<file path="src/rtl/flash_read_pkg.sv">
// Function
// - synchronous address captured on rising clock
// - first word after wait states minus one
// - chip select floats ready, enable floats data
// - asynchronous address captured on strobe rise
// - strobe before or after chip select works
// - strobe tied to chip select still reads
// - page read changes only three low bits
// - timing select moves ready one cycle earlier
package flash_read_pkg;
    localparam int ADDR_W = 24;
    localparam int DATA_W = 16;
    localparam int PAGE_W = 3;
    localparam int WAIT_W = 4;
    localparam logic [WAIT_W-1:0] WAIT_RESET = 4'h3;
    localparam int CLOCK_MHZ = 25;
    localparam int RESET_PULSE_US = 30;
    localparam int RESET_RECOVERY_NS = 200;
    localparam int ASYNC_ACCESS_NS = 80;
    localparam int PAGE_ACCESS_NS = 20;
    localparam int CLOCK_NS = 1000 / CLOCK_MHZ;
    localparam int ASYNC_ACCESS_CYC = (ASYNC_ACCESS_NS + CLOCK_NS - 1) / CLOCK_NS;
    localparam int PAGE_ACCESS_CYC = (PAGE_ACCESS_NS + CLOCK_NS - 1) / CLOCK_NS;
    localparam int CNT_W = 5;

    typedef enum logic [1:0] {IDLE, SYNC_WAIT, SYNC_BURST, ASYNC_ACC} mode_e;

    typedef struct packed {
        logic chipSelectN;
        logic outputEnableN;
        logic addressValidStrobeN;
        logic [ADDR_W-1:0] address;
    } bus_in_s;

    typedef struct packed {
        logic [DATA_W-1:0] dataOut;
        logic dataOe;
        logic ready;
        logic readyOe;
    } bus_out_s;
endpackage

</file>
<file path="src/rtl/burst_flash_read_port.sv">
module burst_flash_read_port
    import flash_read_pkg::*;
#(
    parameter int MEM_WORDS = 256
) (
    input wire logic clock,
    input wire logic sys_rst,
    input wire bus_in_s busIn,
    input wire logic syncMode,
    input wire logic [WAIT_W-1:0] wait_state_count,
    input wire logic ready_timing_select,
    input wire logic [DATA_W-1:0] memData,
    output logic [ADDR_W-1:0] memAddr,
    output bus_out_s busOut
);
    ////////////////////////////////////////////////////////////////////////////
    // pins are driven by the host, so they pass the three-stage synchroniser;
    // the bus clock is the same clock here, sync mode samples each rising edge
    localparam int SYNC_W = 3 + ADDR_W;
    logic [SYNC_W-1:0] syncVal;
    logic [SYNC_W-1:0] syncRaw;
    pin_sync #(.WIDTH(SYNC_W)) u_sync (
        .clock(clock),
        .sys_rst(sys_rst),
        .pinIn({busIn.chipSelectN, busIn.outputEnableN, busIn.addressValidStrobeN,
            busIn.address}),
        .stable(syncVal),
        .agreed(syncRaw)
    );
    logic csN, oeN, strobeN;
    logic [ADDR_W-1:0] addrPin;
    assign csN = syncVal[SYNC_W-1];
    assign oeN = syncVal[SYNC_W-2];
    assign strobeN = syncVal[SYNC_W-3];
    assign addrPin = syncRaw[ADDR_W-1:0];

    ////////////////////////////////////////////////////////////////////////////
    typedef struct packed {
        mode_e mode;
        logic [CNT_W-1:0] count;
        logic [ADDR_W-1:0] addr;
        logic strobePrev;
        logic csPrev;
        logic [DATA_W-1:0] dataOut;
        logic dataOe;
        logic ready;
        logic readyOe;
    } state_s;
    state_s st_q, st_d;

    logic strobeRise, strobeLow, csFall;
    assign strobeRise = strobeN && !st_q.strobePrev;
    assign strobeLow = !strobeN;
    assign csFall = !csN && st_q.csPrev;

    always_comb begin
        st_d = st_q;
        st_d.strobePrev = strobeN;
        st_d.csPrev = csN;
        st_d.ready = 1'b0;
        if (csN) begin
            st_d.mode = IDLE;
        end else if (syncMode) begin
            if (strobeLow) begin
                st_d.addr = addrPin;
                st_d.mode = SYNC_WAIT;
                st_d.count = CNT_W'(wait_state_count) - CNT_W'(1);
            end else unique case (st_q.mode)
                SYNC_WAIT: begin
                    if (st_q.count <= CNT_W'(1)) begin
                        st_d.mode = SYNC_BURST;
                        st_d.dataOut = memData;
                        st_d.addr = st_q.addr + ADDR_W'(1);
                        // ready stays up through the first word in both timings
                        st_d.ready = 1'b1;
                    end else begin
                        st_d.count = st_q.count - CNT_W'(1);
                        st_d.ready = ready_timing_select && st_q.count == CNT_W'(2);
                        // array answers one edge after the pointer moves
                        if (st_q.count == CNT_W'(2)) begin
                            st_d.addr = st_q.addr + ADDR_W'(1);
                        end
                    end
                end
                SYNC_BURST: begin
                    st_d.dataOut = memData;
                    st_d.addr = st_q.addr + ADDR_W'(1);
                    st_d.ready = 1'b1;
                end
                default: begin
                end
            endcase
        end else begin
            // latch on strobe rise, on select fall behind a raised
            // strobe, and follow the address while a strobe tied low stays open
            if (strobeRise || (csFall && strobeN && st_q.strobePrev)
                || (strobeLow && (csFall || st_q.strobePrev || addrPin != st_q.addr))) begin
                st_d.addr = addrPin;
                st_d.mode = ASYNC_ACC;
                st_d.count = CNT_W'(ASYNC_ACCESS_CYC);
            end else if (st_q.mode == ASYNC_ACC || st_q.mode == IDLE) begin
                if (st_q.mode == IDLE && strobeN
                    && addrPin[ADDR_W-1:PAGE_W] == st_q.addr[ADDR_W-1:PAGE_W]
                    && addrPin[PAGE_W-1:0] != st_q.addr[PAGE_W-1:0]) begin
                    st_d.addr = addrPin;
                    st_d.mode = ASYNC_ACC;
                    // one extra edge for the array lookup behind memAddr
                    st_d.count = CNT_W'(PAGE_ACCESS_CYC) + CNT_W'(1);
                end else if (st_q.mode == ASYNC_ACC) begin
                    if (st_q.count <= CNT_W'(1)) begin
                        st_d.mode = IDLE;
                        st_d.dataOut = memData;
                        st_d.ready = 1'b1;
                    end else begin
                        st_d.count = st_q.count - CNT_W'(1);
                    end
                end
            end
        end
        st_d.readyOe = !csN;
        st_d.dataOe = !oeN;
    end

    always_ff @(posedge clock) begin
        if (sys_rst) begin
            st_q <= '{mode: IDLE, count: '0, addr: '0, strobePrev: 1'b1, csPrev: 1'b1,
                dataOut: '0, dataOe: 1'b0, ready: 1'b0, readyOe: 1'b0};
        end else begin
            st_q <= st_d;
        end
    end

    // memory lookup address follows the current pointer
    always_ff @(posedge clock) begin
        if (sys_rst) begin
            memAddr <= '0;
        end else begin
            memAddr <= st_d.addr;
        end
    end

    always_comb begin
        busOut.dataOut = st_q.dataOut;
        busOut.dataOe = st_q.dataOe;
        busOut.ready = st_q.ready;
        busOut.readyOe = st_q.readyOe;
    end
endmodule // burst_flash_read_port

</file>
<file path="src/rtl/pin_sync.sv">
module pin_sync
    import flash_read_pkg::*;
#(
    parameter int WIDTH = 1
) (
    input wire logic clock,
    input wire logic sys_rst,
    input wire logic [WIDTH-1:0] pinIn,
    output logic [WIDTH-1:0] stable,
    output logic [WIDTH-1:0] agreed
);
    typedef struct packed {
        logic [WIDTH-1:0] s1;
        logic [WIDTH-1:0] s2;
        logic [WIDTH-1:0] s3;
        logic [WIDTH-1:0] val;
    } sync_s;
    sync_s st_q, st_d;

    always_comb begin
        st_d = st_q;
        st_d.s1 = pinIn;
        st_d.s2 = st_q.s1;
        st_d.s3 = st_q.s2;
        // change counts only once stages two and three agree
        for (int i = 0; i < WIDTH; i++) begin
            if (st_q.s2[i] == st_q.s3[i]) begin
                st_d.val[i] = st_q.s3[i];
            end
        end
    end

    always_ff @(posedge clock) begin
        if (sys_rst) begin
            st_q <= '1;
        end else begin
            st_q <= st_d;
        end
    end

    assign stable = st_q.val;
    assign agreed = st_q.s3;
endmodule // pin_sync

</file>
<file path="config.mk">
export PLATFORM = sky130hd
export DESIGN_NAME = burst_flash_read_port
export DESIGN_NICKNAME = d
export VERILOG_FILES = /design/src/rtl/flash_read_pkg.sv /design/src/rtl/burst_flash_read_port.sv /design/src/rtl/pin_sync.sv
export SDC_FILE = /design/constraint.sdc
export NUM_CORES = 1
export LEC_CHECK = 0
export BUFFER_PORTS_ARGS = -buffer_cell sky130_fd_sc_hd__buf_2
export CORE_MARGIN = 2
export CORE_UTILIZATION = 60
export DETAILED_ROUTE_END_ITERATION = 10
export GPL_TIMING_DRIVEN = 0
export PLACE_DENSITY_LB_ADDON = 0.25
export REMOVE_ABC_BUFFERS = 1
export SYNTH_ARGS = -nofsm -noshare
export SYNTH_HDL_FRONTEND = slang
export SYNTH_SLANG_ARGS = --single-unit
</file>
<file path="constraint.sdc">
create_clock -name clock -period 3.4 [get_ports clock]
set_input_delay 0.34 -clock clock [delete_from_list [all_inputs] [get_ports clock]]
set_output_delay 0.34 -clock clock [all_outputs]
set_load 0.005 [all_outputs]
</file>
# Word-level counts from Yosys, hierarchy flattened
# Cells that the tools add are included.
# word_totals
romBits	0
n_memories	0
ram_bits	0
latch_bits	0
wordCells	100
ff_bits	136
input_bits	51
out_inout_bits	43
# op_classes
n_reduce_logical	30
n_shift	0
bitwise	1
order_cmp	1
add_sub_neg	3
n_mux	32
div	0
eq_ne	18
multipliers	0
# op_table
operator	count
31-bit 2-to-1 mux	4
16-bit 2-to-1 mux	7
24-bit 2-to-1 mux	4
24-bit one-hot mux with 2 select lines	1
16-bit one-hot mux with 2 select lines	1
24-bit by 1-bit adder with 24-bit output, second input constant	1
24-bit inequality test	1
21-bit == test	1
7-bit 2-to-1 mux	3
5-bit AND reduction	2
1-bit logical AND	9
1-bit 2-to-1 mux	8
4-bit nonzero test	2
7-bit AND reduction	1
3-bit inequality test, second input constant	2
3-bit nonzero test	2
5-bit by 2-bit == test with 1-bit output, second input constant	1
5-bit by 1-bit <= comparator with 1-bit output, second input constant	1
1-bit logical OR	5
5-bit 2-to-1 mux	1
5-bit inequality test, second input constant	1
4-bit by 1-bit subtractor with 5-bit output, second input constant	1
5-bit by 1-bit subtractor with 5-bit output, second input constant	1
2-bit == test, second input constant	2
other kinds (15)	23

# Logic depth before layout (Yosys ltp)
# logic_depth
ltp_word	9
depth_mapped	9
mapped_depth_nobuf	8

# Hierarchy
# A second synthesis with hierarchy kept.
# hier_totals
cells_unflattened	738
hier_area_um2	6791.5
# modules_own_cells
mod	n_inst	area_each_um2	seq_area_each_um2	cells_per_inst
burst_flash_read_port	1	3579.7	1041.0	456
pin_sync	1	3211.8	2162.1	282

# Least setup slack after synthesis
# No wires, ideal clock.
# synth_path
path_kind	register to register
from	reg memAddr[19] (netlist name)
to	reg st_q (netlist bit busOut[14])
synth_period_minus_slack_ns	2.304
setup_ns	0.128
arrival_ns	2.176
stages_incl_launch_ff	9
required_ns	3.272
path_buffers	1
path_slack_ns	1.096
path_cell_list	dfxtp_1 xnor2_1 nand4_1 nor4_4 a31oi_2 o31ai_4 buf_6 mux2i_1 nor2_1
# synth_rtl
element	line	source
end signal: assignment	burst_flash_read_port.sv:126	st_q <= '{mode: IDLE, count: '0, addr: '0, strobePrev: 1'b1, csPrev: 1'b1,
end signal: assignment	burst_flash_read_port.sv:129	st_q <= st_d;
end: declaration	burst_flash_read_port.sv:49	state_s st_q, st_d;

# Final worst setup path
# layout_path
from	reg u_sync.st_q (netlist bit u_sync.stable[24])
to	reg memAddr[0]
# layout_via
elab_chain_cells	7
elab_cells_between_ends	19
classes_between	eq/ne: 2; mux: 4; reduce/logical: 13
# layout_lines
element	line	source
start: declaration	pin_sync.sv:18	sync_s st_q, st_d;
start signal: assignment	pin_sync.sv:37	st_q <= st_d;
1-bit logical AND (2 in series)	burst_flash_read_port.sv:96	if (strobeRise || (csFall && strobeN && st_q.strobePrev)
1-bit logical OR	burst_flash_read_port.sv:96	
1-bit logical OR	burst_flash_read_port.sv:97	|| (strobeLow && (csFall || st_q.strobePrev || addrPin != st_q.addr))) begin
31-bit 2-to-1 mux	burst_flash_read_port.sv:96	
31-bit 2-to-1 mux	burst_flash_read_port.sv:63	end else if (syncMode) begin
24-bit 2-to-1 mux	burst_flash_read_port.sv:61	if (csN) begin
end signal: assignment	burst_flash_read_port.sv:138	memAddr <= st_d.addr;
end: declaration	burst_flash_read_port.sv:13	output logic [ADDR_W-1:0] memAddr,
# Parallel ways exist; a longest one is shown, timed or not. The select of a mux whose other input is x is not followed.
# A chain may end at the register's enable or synchronous reset.

==> results <==
- The HPWL after detailed placement is between 7000 and 8000 µm.
- The worst endpoint required time is 3.81 ns.
- The worst setup path is launched from a register.
- The synthesized netlist contains 58 unique library cells.
- Once placement finished, the instance area stood at just over 6000 µm².
- For this run, asynchronously set or reset flops after synthesis account for 0%.
- Static timing analysis puts the maximum clock frequency at between 300 and 400 MHz.
- The register area is approximately 2700 µm².
- The worst path uses around nine tenths of the clock period.
- Setup violations remaining at the end of the flow were counted as 0.
- In this run, placement finished with an instance count of between 700 and 800.
- The final-layout setup total negative slack is 0 ns.
- The final layout contains routed wiring with a total length of 11860 µm.
- After detailed routing, the number of remaining DRC violations is 0.
- The cell count after synthesis came out at approximately 640.
- The final critical path time including I/O delays and setup is between 3 and 4 ns.
- The worst hold path class is primary input to register.
- The die is 102.6 µm wide.
- Summed over all layers, the global routing overflow is 0.
- Of the total power, the share spent switching nets is about a fifth.
- The internal power of the cells is around 0.0028 W.
- The total inserted antenna cells is 0.
- Setup repair after global routing left no endpoint under its margin.
- Across every metal layer, demand over resource in global routing totals 23.22%.
- Of all nets on the critical path, the largest fanout is 29.
- The floorplan step defined a die boundary enclosing roughly 11000 µm².
- The tree is rooted in a clkbuf_8.
- Before antenna repair, the detailed router went through 5 iterations.
- After routing the design area is 6880 µm².
- The nature of the critical path endpoint is a register.
- The total CTS buffers is 17.
- In the layout the commonest cells are dfxtp_1, buf_2, or2_2, nor2_1, nand2_1.
- Sequential elements use between 40% and 50% of the synthesized area.
- The most frequently used flop master after synthesis is dfxtp_1.
- Counting every sink on the clock net gives around 140.
- The congestion estimate from routability-driven global placement came to between 0.8 and 0.9.
- The worst ir drop on vdd is slightly below 0.4 mV.
- After detailed routing, the average wire length per cell comes to 14.08 µm.
- The portion of total power attributed to sequential cells is between 40% and 50%.
- The critical path data arrival time is between 3 and 4 ns.
- The ratio of total power to cell area is just over 500 nW/µm².
- The type of the worst setup path is register to register.
- The net switching power of the design is about 0.00073 W.
- The first global-routing pass estimated roughly 19000 µm of wire.
- The remaining antenna violation count is 0.
- The starting utilization of the core area is 60.85%.
- Cells with a size suffix above 1 make up between 30 and 40% of the layout.
- The run finished with clean final reports.
- After synthesis, the mean cell area works out to 9.194 µm².
- The level count of the clock H-tree is 4.
- The number of setup buffers added after CTS is 0.
- The largest buffer count on any clock path is 2.
- The count of buffers added on input and output ports is 93.
- The via-per-instance ratio is around 5.4.
- The layout-stage area growth over the synthesis result is 17.85%.
- Combinational cells account for between 4 and 5% of the total power.
- between 90 and 100 I/O pins were placed.
- Clock latency on the worst-skew pair, taken at its later pin, is about 0.52 ns.
- Detailed routing inserted a total of 4523 vias.
- The relative slew slack is about a quarter.
- The count of final max-slew check failures is 0.
- Counting flops and latches in the post-synthesis netlist gives about 140.
- The measured slew at the worst slew-check pin is 1.129 ns.
- The fraction of post-synthesis cell area in the top cell type by area is a little under half.
- The final core utilization is 71.71%.
- The total count of hold-check failures in the final report is 0.
- The library cell used most frequently in the layout, excluding fill and tap cells, is dfxtp_1.
- The count of yosys warnings during synthesis is 0.
- The net count of the finished layout is roughly 760.
- The first-iteration detailed-routing DRC count is 240.
- The number of global-route vias before repair is around 4200.
- The number of enable flip-flop cells after synthesis is 0.
- The analysis attributes to cell leakage a power of 2.728 nW.
- The number of antenna violations at the first check in global routing is 0.
- The floorplan step defined a core boundary enclosing between 9000 and 10000 µm².
- The footprint of the multi-input gates is between 2000 and 3000 µm².
- The setup clock skew after layout is around 0.0074 ns.
- The top cell type by total area after synthesis is dfxtp_1.
- The share of total power in the clock network is approximately half.
- Max-cap violations in this run came to 0.
- The final non-filler cell total is roughly 840.
- Entering global routing, the biggest net connects approximately 110 pins.
- In this run the cell area of the synthesized design comes to between 5000 and 6000 µm².
- The initialized floorplan defines 36 standard-cell rows.
- The CTS tree is yes.
- From bottom edge to top edge, the die measures 102.6 µm.
- In the post-synthesis netlist, the biggest area contributors are dfxtp_1, or2_2, buf_4.
- After clock tree synthesis, the clock-pin slew on the worst setup and hold paths is roughly 0.060 ns.
- The layout has ~740 filler cells.
==> synth_stat cells, types with 3 or more instances <==
cell type  number
mux2i_1        16
a21oi_1        36
and3_1          7
xnor2_1        24
nand2b_1        6
o211ai_1        6
or2_2          83
nand2_1        42
xor2_1          3
o21a_1          3
buf_4          43
nor3_1         16
nor2_1         43
clkbuf_1       29
a31oi_1         5
nor4_1          4
o21ai_0        20
nand3_1        10
inv_1          11
a31o_2          5
a211oi_1        8
buf_1           3
and2_1          5
nand4_1         8
ha_1            9
dfxtp_1       136
a22o_1          3
o32ai_1         9
o22ai_1         4
==> registers in the layout, summed over array words and instances (netlist names) <==
name	count
u_sync.stable	3
u_sync.agreed	27
st_q	9
u_sync.st_d	54
memAddr	24
busOut	19
==> worst max-delay path: stages, from the launching register on <==
cell      delay [ns]
dfxtp_1         0.73
and2_1          0.98
a21oi_1         0.26
o21a_1          0.51
a311oi_1        0.45
==> what timing repair did <==
| action | CTS | global route |
|---|---|---|
| endpoints found under the setup margin | 0 | 0 |
| resized for setup | 0 | 0 |
| hold buffers | 26 | 1 |
| endpoints found under the hold margin | 26 | 1 |
==> per-stage QoR <==
step	hold slack (ns)	power, W	setup slack, ns
2_1_floorplan	0.3895	0.001752	0.9389
3_3_place_gp	0.3908	0.001814	0.2486
3_5_place_dp	0.3923	0.001824	0.4370
4_1_cts	0.001793	0.003593	0.3986
5_1_grt	0.04109	0.003683	0.1666
6_report	0.05356	0.003562	0.3450
==> kinds of logic after synthesis <==
family	after synthesis	share of synthesized area (%)
compound gates	122	14.10
xor+xnor	27	4.051
fa+ha+maj	9	1.929
buf+inv	89	8.658
flops	136	46.64
mux	17	2.936
simple gates	235	21.69
==> power by group through the flow <==
| stage | Clock [W] | Sequential [W] | Combinational [W] |
|---|---|---|---|
| final | 0.00175 | 0.00165 | 0.000168 |
| after global routing | 0.00185 | 0.00165 | 0.000186 |
| after CTS | 0.00178 | 0.00165 | 0.000168 |
| after detailed placement | 0 | 0.00168 | 0.000144 |
| after global placement | 0 | 0.00168 | 0.000135 |
| after floorplan | 0 | 0.00168 | 0.0000754 |
==> routing by layer <==
| metal | track usage (%) | vias to the layer above | wire length (µm) | part of all wire [%] |
|---|---|---|---|---|
| met4 | 11.18 | 0 | 184 | 1.6 |
| met5 | 0 | - | 0 | 0 |
| met3 | 6.373 | 18 | 555 | 4.7 |
| li1 | - | 2264 | - | - |
| met1 | 27.49 | 2117 | 4970 | 42 |
| met2 | 39.01 | 124 | 6145 | 52 |
==> worst paths after layout <==
| check | depth (start not counted) | start | endpoint | slack (ns) |
|---|---|---|---|---|
| setup reg to reg | 4 | u_sync.stable[24]$_SDFFE_PP1N_ | memAddr[0]$_SDFFE_PP0P_ | 0.34 |
| setup / recovery | 4 | u_sync.stable[24]$_SDFFE_PP1N_ | memAddr[0]$_SDFFE_PP0P_ | 0.34 |
| hold / removal | 3 | memData[3] | busOut[6]$_SDFFE_PP0P_ | 0.05 |
| hold reg to reg | 1 | u_sync.st_d[57]$_SDFF_PP1_ | u_sync.st_d[30]$_SDFF_PP1_ | 0.40 |
==> layout make-up <==
class / instances / share of cell area, %
clock buffers: 23 / 6.929
repair buffers: 121 / 11.13
multi-input cells: 410 / 37.97
well taps: 133 / 2.419
clock inverters: 8 / 1.382
flip-flops and latches: 136 / 39.57
inverters: 11 / 0.6001
No activity file was read; power rests on OpenSTA's default activity.
